**config.mk**
```make
export PLATFORM = sky130hd
export DESIGN_NAME = return_rotate_exec_unit
export DESIGN_NICKNAME = d
export VERILOG_FILES = /design/src/ret_rot_pkg.sv /design/src/return_rotate_exec_unit.sv
export SDC_FILE = /design/constraint.sdc
export NUM_CORES = 1
export LEC_CHECK = 0
export BUFFER_PORTS_ARGS = -buffer_cell sky130_fd_sc_hd__buf_2
export CAP_MARGIN = 30
export CORE_MARGIN = 4
export CORE_UTILIZATION = 44
export DETAILED_ROUTE_END_ITERATION = 7
export PLACE_DENSITY = 0.88
export SYNTH_ARGS = -nofsm -noshare
export SYNTH_HDL_FRONTEND = slang
export SYNTH_SLANG_ARGS = --single-unit
```
**constraint.sdc**
```tcl
create_clock -name clk_i -period 2.1 [get_ports clk_i]
set_clock_uncertainty 0.2 [all_clocks]
set_input_delay 0 -clock clk_i [delete_from_list [all_inputs] [get_ports clk_i]]
set_output_delay 0 -clock clk_i [all_outputs]
set_load 0.1 [all_outputs]
```
**src/ret_rot_pkg.sv**
```systemverilog
// Package for the return and rotate execute unit: opcodes, field layout,
// cycle counts and the carrier structs shared by the unit's ports.
// Assumes a 14-bit instruction word and an 8-bit data path.
package ret_rot_pkg;

  localparam int unsigned INSN_W   = 14;
  localparam int unsigned DATA_W   = 8;
  localparam int unsigned FADDR_W  = 7;
  localparam int unsigned PC_W     = 13;

  // Field positions inside the instruction word.
  localparam int unsigned LIT_LSB  = 0;
  localparam int unsigned FADDR_LSB = 0;
  localparam int unsigned DEST_BIT = 7;

  // Opcode patterns and masks.
  localparam logic [13:0] RETLIT_MASK = 14'h3c00;
  localparam logic [13:0] RETLIT_PAT  = 14'h3400;
  localparam logic [13:0] RETURN_WORD = 14'h0008;
  localparam logic [13:0] ROT_MASK    = 14'h3f00;
  localparam logic [13:0] RRC_PAT     = 14'h0c00;
  localparam logic [13:0] RLC_PAT     = 14'h0d00;

  // Instruction cycles taken by a return; rotates take one.
  localparam logic [1:0] RET_CYCLES = 2'h2;

  // Reset values.
  localparam logic [7:0] W_RST     = 8'h00;
  localparam logic       CARRY_RST = 1'b0;

  typedef struct packed {
    logic                valid;
    logic [INSN_W-1:0]   word;
  } insn_t;

  typedef struct packed {
    logic                wr;
    logic [FADDR_W-1:0]  addr;
    logic [DATA_W-1:0]   data;
  } file_wr_t;

  typedef struct packed {
    logic                pop;
    logic                pc_load;
    logic [PC_W-1:0]     pc;
    logic                flush;
  } flow_t;

endpackage

```
**src/return_rotate_exec_unit.sv**
```systemverilog
// Execute unit for the literal return, plain return and the two
// rotate-through-carry instructions of an 8-bit core.
// Assumes the fetch path holds the instruction while busy_o is high and
// that file register reads are combinational on file_raddr_o.
`timescale 1ns/1ps
module return_rotate_exec_unit (
  // Clock and reset
  input  wire logic                          clk_i,
  input  wire logic                          rst_b_i,
  // Instruction from fetch
  input  wire ret_rot_pkg::insn_t            insn_i,
  // Hardware stack
  input  wire logic [ret_rot_pkg::PC_W-1:0]  top_of_stack_i,
  // File register read data
  input  wire logic [ret_rot_pkg::DATA_W-1:0] file_rdata_i,
  // File register access
  output logic [ret_rot_pkg::FADDR_W-1:0]    file_raddr_o,
  output ret_rot_pkg::file_wr_t              file_wr_o,
  // Program flow
  output ret_rot_pkg::flow_t                 flow_o,
  output logic                               busy_o,
  // Core state
  output logic [ret_rot_pkg::DATA_W-1:0]     w_o,
  output logic                               carry_o
);

  typedef enum logic [0:0] {
    ST_EXEC  = 1'b0,
    ST_FLUSH = 1'b1
  } state_t;

  // Sequencer state.
  state_t                                state_ff;
  state_t                                nxt_state;
  // Working register and carry flag of the core.
  logic [ret_rot_pkg::DATA_W-1:0]        w_ff;
  logic [ret_rot_pkg::DATA_W-1:0]        nxt_w;
  logic                                  carry_ff;
  logic                                  nxt_carry;
  // Registered side effects toward the file registers and program counter.
  ret_rot_pkg::file_wr_t                 fwr_ff;
  ret_rot_pkg::file_wr_t                 nxt_fwr;
  ret_rot_pkg::flow_t                    flow_ff;
  ret_rot_pkg::flow_t                    nxt_flow;

  logic                                  taken;
  logic                                  is_retlit;
  logic                                  is_return;
  logic                                  is_ret;
  logic                                  is_rrc;
  logic                                  is_rlc;
  logic                                  is_rot;
  logic                                  to_file;
  logic [ret_rot_pkg::DATA_W-1:0]        rrc_res;
  logic [ret_rot_pkg::DATA_W-1:0]        rlc_res;
  logic [ret_rot_pkg::DATA_W-1:0]        rot_res;
  logic                                  rot_carry;

  // A word offered during the flush cycle is the wrong-path prefetch, so it
  // is never taken, whatever its opcode.
  assign taken     = insn_i.valid && (state_ff == ST_EXEC);

  assign is_retlit = taken &&
                     ((insn_i.word & ret_rot_pkg::RETLIT_MASK) == ret_rot_pkg::RETLIT_PAT);
  assign is_return = taken && (insn_i.word == ret_rot_pkg::RETURN_WORD);
  assign is_ret    = is_retlit || is_return;
  assign is_rrc    = taken &&
                     ((insn_i.word & ret_rot_pkg::ROT_MASK) == ret_rot_pkg::RRC_PAT);
  assign is_rlc    = taken &&
                     ((insn_i.word & ret_rot_pkg::ROT_MASK) == ret_rot_pkg::RLC_PAT);
  assign is_rot    = is_rrc || is_rlc;
  assign to_file   = insn_i.word[ret_rot_pkg::DEST_BIT];

  assign file_raddr_o = insn_i.word[ret_rot_pkg::FADDR_LSB +: ret_rot_pkg::FADDR_W];

  // Both rotate results are formed bit by bit from the read data and the
  // stored carry; the opcode only picks one of them afterwards.
  for (genvar b = 0; b < ret_rot_pkg::DATA_W; b++) begin : g_rot_bit
    if (b == ret_rot_pkg::DATA_W - 1) begin : g_rrc_top
      assign rrc_res[b] = carry_ff;
    end else begin : g_rrc_mid
      assign rrc_res[b] = file_rdata_i[b+1];
    end
    if (b == 0) begin : g_rlc_low
      assign rlc_res[b] = carry_ff;
    end else begin : g_rlc_mid
      assign rlc_res[b] = file_rdata_i[b-1];
    end
  end

  assign rot_res   = is_rlc ? rlc_res : rrc_res;
  assign rot_carry = is_rlc ? file_rdata_i[ret_rot_pkg::DATA_W-1] : file_rdata_i[0];

  always_comb begin
    nxt_state = state_ff;
    unique case (state_ff)
      ST_EXEC: begin
        if (is_ret) begin
          nxt_state = ST_FLUSH;
        end
      end
      ST_FLUSH: begin
        nxt_state = ST_EXEC;
      end
    endcase
  end

  always_ff @(posedge clk_i or negedge rst_b_i) begin
    if (!rst_b_i) begin
      state_ff <= ST_EXEC;
    end else begin
      state_ff <= nxt_state;
    end
  end

  always_comb begin
    nxt_w = w_ff;
    if (is_retlit) begin
      nxt_w = insn_i.word[ret_rot_pkg::LIT_LSB +: ret_rot_pkg::DATA_W];
    end else if (is_rot && !to_file) begin
      nxt_w = rot_res;
    end
  end

  always_ff @(posedge clk_i or negedge rst_b_i) begin
    if (!rst_b_i) begin
      w_ff <= ret_rot_pkg::W_RST;
    end else begin
      w_ff <= nxt_w;
    end
  end

  // Zero and digit-carry live outside this block; leaving them alone when a
  // rotate retires is the core's side of the bargain.
  always_comb begin
    nxt_carry = carry_ff;
    if (is_rot) begin
      nxt_carry = rot_carry;
    end
  end

  always_ff @(posedge clk_i or negedge rst_b_i) begin
    if (!rst_b_i) begin
      carry_ff <= ret_rot_pkg::CARRY_RST;
    end else begin
      carry_ff <= nxt_carry;
    end
  end

  // The write-back lands one cycle after the read, so a rotate on the same
  // address right behind it reads the old value unless the core forwards
  // the pending write.
  always_comb begin
    nxt_fwr = '0;
    if (is_rot && to_file) begin
      nxt_fwr.wr   = 1'b1;
      nxt_fwr.addr = file_raddr_o;
      nxt_fwr.data = rot_res;
    end
  end

  always_ff @(posedge clk_i or negedge rst_b_i) begin
    if (!rst_b_i) begin
      fwr_ff <= '0;
    end else begin
      fwr_ff <= nxt_fwr;
    end
  end

  // Pop and load are one-cycle pulses; the flush pulse follows them a cycle
  // later, which gives the fetch path time to finish the jump first.
  always_comb begin
    nxt_flow = '0;
    if (is_ret) begin
      nxt_flow.pop     = 1'b1;
      nxt_flow.pc_load = 1'b1;
      nxt_flow.pc      = top_of_stack_i;
    end
    if (state_ff == ST_FLUSH) begin
      nxt_flow.flush = 1'b1;
    end
  end

  always_ff @(posedge clk_i or negedge rst_b_i) begin
    if (!rst_b_i) begin
      flow_ff <= '0;
    end else begin
      flow_ff <= nxt_flow;
    end
  end

  // Busy covers the flush cycle so fetch holds off the wrong-path word.
  assign busy_o    = (state_ff == ST_FLUSH);
  assign file_wr_o = fwr_ff;
  assign flow_o    = flow_ff;
  assign w_o       = w_ff;
  assign carry_o   = carry_ff;

endmodule // return_rotate_exec_unit

```
# Word-level counts from Yosys, hierarchy flattened
# Cells that the tools add are included.
# Widths: inputs -> output; s select.
[word_totals] elab_cells=35 in_bits=38 regBits=42 out_inout_bits=49
[op_classes] n_reduce_logical=11 bitwise=1 eq_ne=4 mux=9
[ops] op="$mux 8" count=3
[ops] op="$mux 16" count=1
[ops] op="$mux 15" count=1
[ops] op="$eq 14x4->1 const B" count=1
[ops] op="$eq 6x4->1 const B" count=2
[ops] op="$logic_and 1x1->1" count=7
[ops] op="$eq 4x4->1 const B" count=1
[ops] op="$mux 1" count=3
[ops] op="$logic_or 1x1->1" count=2
[ops] op="$pmux 1 s2" count=1
[ops] op="$reduce_bool 2->1" count=1
[ops] op="$logic_not 1->1" count=1
[ops] op="$not 1->1" count=1

# Longest topological paths before layout
[logic_depth] word_depth=7 mapped_depth=6 mapped_depth_nobuf=4

# Worst setup path before layout
# OpenSTA, ideal clock, no wires.
[synth_path] path_type="reg2reg" startpoint="register state_ff, in the netlist busy_o" endpoint="register w_ff, in the netlist w_o[0]" setup_ns=0.127 setup_slack_ns=-0.043 synth_period_minus_slack_ns=2.143 arrival_time_ns=1.816 required_ns=1.773 path_stages_with_launch=5 n_path_buf=0 path_cell_list="dfrtp_1 nor2b_1 nor3b_4 nor2_4 a221o_1"
[synth_between] elab_chain_cells=6 elab_cells_between_ends=11 cone_classes="3 x mux; 1 x bitwise; 7 x reduce/logical"
[synth_rtl] item="from (decl)" line_no="return_rotate_exec_unit.sv:33" source="state_t state_ff;"
[synth_rtl] item="from (signal assigned)" line_no="return_rotate_exec_unit.sv:112" source="state_ff <= nxt_state;"
[synth_rtl] item="$not 1->1 (*)" line_no="return_rotate_exec_unit.sv:61" source="assign taken = insn_i.valid && (state_ff == ST_EXEC);"
[synth_rtl] item="$logic_and 1x1->1 (*)" line_no="return_rotate_exec_unit.sv:61"
[synth_rtl] item="$logic_and 1x1->1 (on tied branches)" line_no="return_rotate_exec_unit.sv:69, return_rotate_exec_unit.sv:67"
[synth_rtl] item="$mux 8 / $logic_or 1x1->1 (equally long branches)" line_no="return_rotate_exec_unit.sv:91, return_rotate_exec_unit.sv:71"
[synth_rtl] item="$mux 8 / $logic_and 1x1->1 (equally long branches)" line_no="return_rotate_exec_unit.sv:120" source="end else if (is_rot && !to_file) begin"
[synth_rtl] item="$mux 8 / $reduce_bool 2->1 (equally long branches)"
[synth_rtl] item="to (signal assigned)" line_no="return_rotate_exec_unit.sv:127" source="w_ff <= ret_rot_pkg::W_RST;"
[synth_rtl] item="to (signal assigned)" line_no="return_rotate_exec_unit.sv:129" source="w_ff <= nxt_w;"
[synth_rtl] item="to (decl)" line_no="return_rotate_exec_unit.sv:36" source="logic [ret_rot_pkg::DATA_W-1:0] w_ff;"
# Mark *: on every way between the ends. The rest lies on a longest branch, timed or not. The select of a mux whose other input is x is not followed.
# A chain may end at the register's enable or synchronous reset.

==> metrics.yaml <==
status:
  status: "finished clean"
synthesis:
  post_synth_most_frequent_cells: "sky130_fd_sc_hd__dfrtp_1, sky130_fd_sc_hd__and3_1, sky130_fd_sc_hd__mux2i_1"
  yosys_register_bits: 41
  ys_top_cells_by_area: "sky130_fd_sc_hd__dfrtp_1, sky130_fd_sc_hd__and3_1, sky130_fd_sc_hd__mux2i_1, sky130_fd_sc_hd__a221o_1, sky130_fd_sc_hd__buf_4"
  post_synth_instance_area_mm2: 0.001645
  synth_top_area_share: 0.6236
  synth-main-ff-cell: "sky130_fd_sc_hd__dfrtp_1"
  asyncSetResetFlopFracSynth: 1.000
  synth-seq-area-share: 0.6236
  synth.lib_cells_used.distinct: 23
  synth-edff-count: 0
  syn_nets: 166
  yosys_warnings: 0
  synth_most_common_cell: "sky130_fd_sc_hd__dfrtp_1"
  synthesis.instances: 128
  synth_area_per_cell_um2: 12.85
  synth_largest_area_cell: "sky130_fd_sc_hd__dfrtp_1"
timing:
  unrepaired_setup_endpoints_after_global_routing: "false"
  worst_slew_margin_rel: 0.4161
  max_slew_violation_count: 0
  period_needed_ns: 1.817
  fmax_ghz: 0.5504
  timing.final.crit_share: 0.8652
  report.final.hold_viol_count: 0
  fin_tns_setup_ns: 0
  smallest_hold_slack_ns: 0.02102
  setup_viol_count_final: 0
  tightestPinTransition_ns: 0.8759
detailed_routing:
  met2_wirelength_um: 2460
  top_layer_used: "met4"
  met3WireLength_um: 267
  viasPerCell: 4.924
  drc: 0
  routed_wl_um: 4597
  route.antenna.remaining_nets: 0
  met1_length_um: 1746
  drtIter0Drc: 71
  router_iterations_before_antenna_repair: 5
  num_vias: 1418
  routed_wire_length_per_instance_um: 15.96
pwr:
  leakagePower_nw: 1.435
  power_density_of_the_placed_cells_mw_per_mm2: 819.1
  max-vdd-ir-drop_uv: 386.3
floorplanning:
  std_cell_rows: 21
  ios: 87
  dieHeight_um: 69.15
  core_area_mm2: 0.003468
  fp.dieArea_mm2: 0.004782
  floorplan.initialDensity: 0.4744
  floorplan.die.width_um: 69.15
clock_tree:
  cts-root-buf: "sky130_fd_sc_hd__clkbuf_8"
  cts_buf_count: 5
  clk_pin_slew_worst_paths_ns: 0.07
  clk_latency_ns: 0.28
  cts.htree.levels: 2
  cts_max_path_buffers: 2
  number_of_sinks_handled_by_clock_tree_synthesis: 41
  clock_tree_from_tritoncts: "built"
cells_and_area:
  total_nets_final: 279
  footprint_of_the_multi_input_gates_um2: 521.8
  n_fill_cell: 242
  layout-area-overhead-vs-synth_pct: 49.66
  layout-drive-gt1-share: 0.4174
  seqCellArea_mm2: 0.001027
  antennaDiodeCount: 0
placed_design:
  finalWeightedCongestion: 0.7176
  port_buffers: 86
  detailedPlacementHpwl_um: 3116
critical_path:
  critPathRequiredTime_ns: 2.12
  cp-end-kind: "flip-flop"
  setup.reg_to_reg.worst_slack_ns: 0.29
  cp-start-kind: "input port"
  worst_path_class_setup: "input port to flip-flop"
  path_max_fanout: 15
  critical_path_arrival_ns: 1.83
global_routing:
  grt_max_degree: 42
  grt_antenna_before_repair: 0
  track_usage: 0.2027
  grt-ovfl-total: 0
  first_global_vias: 1502
  first_pass_grt_wire_length_um: 7700
run:
  cap_violations: 0
worst_hold_path:
  holdCritPathClass: "input port to flip-flop"
[stage by stage]
step,power (mW),util,setup slack [ns],instance area (um^2),instances
after CTS,2.023,0.7100,0.2856,2462,288
after floorplan,1.355,-,0.1654,1647,128
after global routing,2.101,0.7100,0.1679,2462,288
final,2.017,0.7100,0.2830,2462,288
after global placement,1.482,0.5927,0.4378,2056,248
after detailed placement,1.487,0.5927,0.3582,2056,248
[final timing paths]
kind	end	depth (start not counted)	start
setup reg to reg	w_o[1]	4	busy_o
min in group asynchronous	file_wr_o[4]	2	rst_b_i
hold reg to reg	flow_o[0]	0	busy_o
setup / recovery	flow_o[10]	6	insn_i[2]
max in group asynchronous	busy_o	2	rst_b_i
hold / removal	file_wr_o[7]	3	insn_i[8]
[routing by layer]
layer / global-route usage / up-vias
met2: 0.3453 / 63
met1: 0.2408 / 675
met4: 0.08460 / 0
met5: 0 / -
met3: 0.05378 / 12
li1: - / 668
[power breakdown]
group / leakage (nW) / switching [mW] / internal (mW) / total (mW)
sequential: 0.557 / 0.0317 / 0.835 / 0.866
clock: 0.0439 / 0.263 / 0.229 / 0.492
combinational: 0.834 / 0.509 / 0.150 / 0.659
[flip-flops by register name, summed over array words and instances, names as in the netlist]
| signal | cells |
|---|---|
| file_wr_o | 16 |
| busy_o | 1 |
| carry_o | 1 |
| w_o | 8 |
| flow_o | 15 |
[kinds of logic (layout without fill, tap and decap cells)]
kind of cell / after synthesis / count (layout) / synth area share
AOI/OAI and AO/OA: 8 / 8 / 0.04563
buffers and inverters: 15 / 129 / 0.05931
DFF: 41 / 41 / 0.6236
muxes: 11 / 11 / 0.06692
and+or+nand+nor: 53 / 53 / 0.2046
[cell type report]
type / count / share of cell area
flip-flops and latches: 41 / 0.4172
inverters: 1 / 0.001524
repair buffers: 120 / 0.3110
clock buffers: 5 / 0.02795
multi-input cells: 72 / 0.2119
clock inverters: 3 / 0.007114
well taps: 46 / 0.02337
[timing repair]
action | CTS | global route
hold endpoints to repair | 78 | 0
setup buffers | 0 | 0
hold buffers | 32 | 0
gates resized for setup | 0 | 0
[critical path: stages]
cell and delay, ns:
sky130_fd_sc_hd__dlygate4sd3_1 0.55, sky130_fd_sc_hd__buf_2 0.15, sky130_fd_sc_hd__nor4b_1 0.41, sky130_fd_sc_hd__nand4_1 0.15, sky130_fd_sc_hd__nand2_1 0.34, sky130_fd_sc_hd__and3_1 0.23
[cell usage in the layout (no fill, tap or decap), types with 2 or more instances in the layout]
cell type and instances:
sky130_fd_sc_hd__and3_1 21, sky130_fd_sc_hd__nor2_1 10, sky130_fd_sc_hd__nand2_1 2, sky130_fd_sc_hd__dfrtp_1 40, sky130_fd_sc_hd__buf_2 86, sky130_fd_sc_hd__clkbuf_8 5
sky130_fd_sc_hd__a221o_1 7, sky130_fd_sc_hd__dlygate4sd3_1 32, sky130_fd_sc_hd__buf_4 2, sky130_fd_sc_hd__clkinv_2 2, sky130_fd_sc_hd__mux2i_1 11, sky130_fd_sc_hd__and2_1 2
sky130_fd_sc_hd__nor2b_1 9
Note: power is estimated with default switching activity, not from simulation.
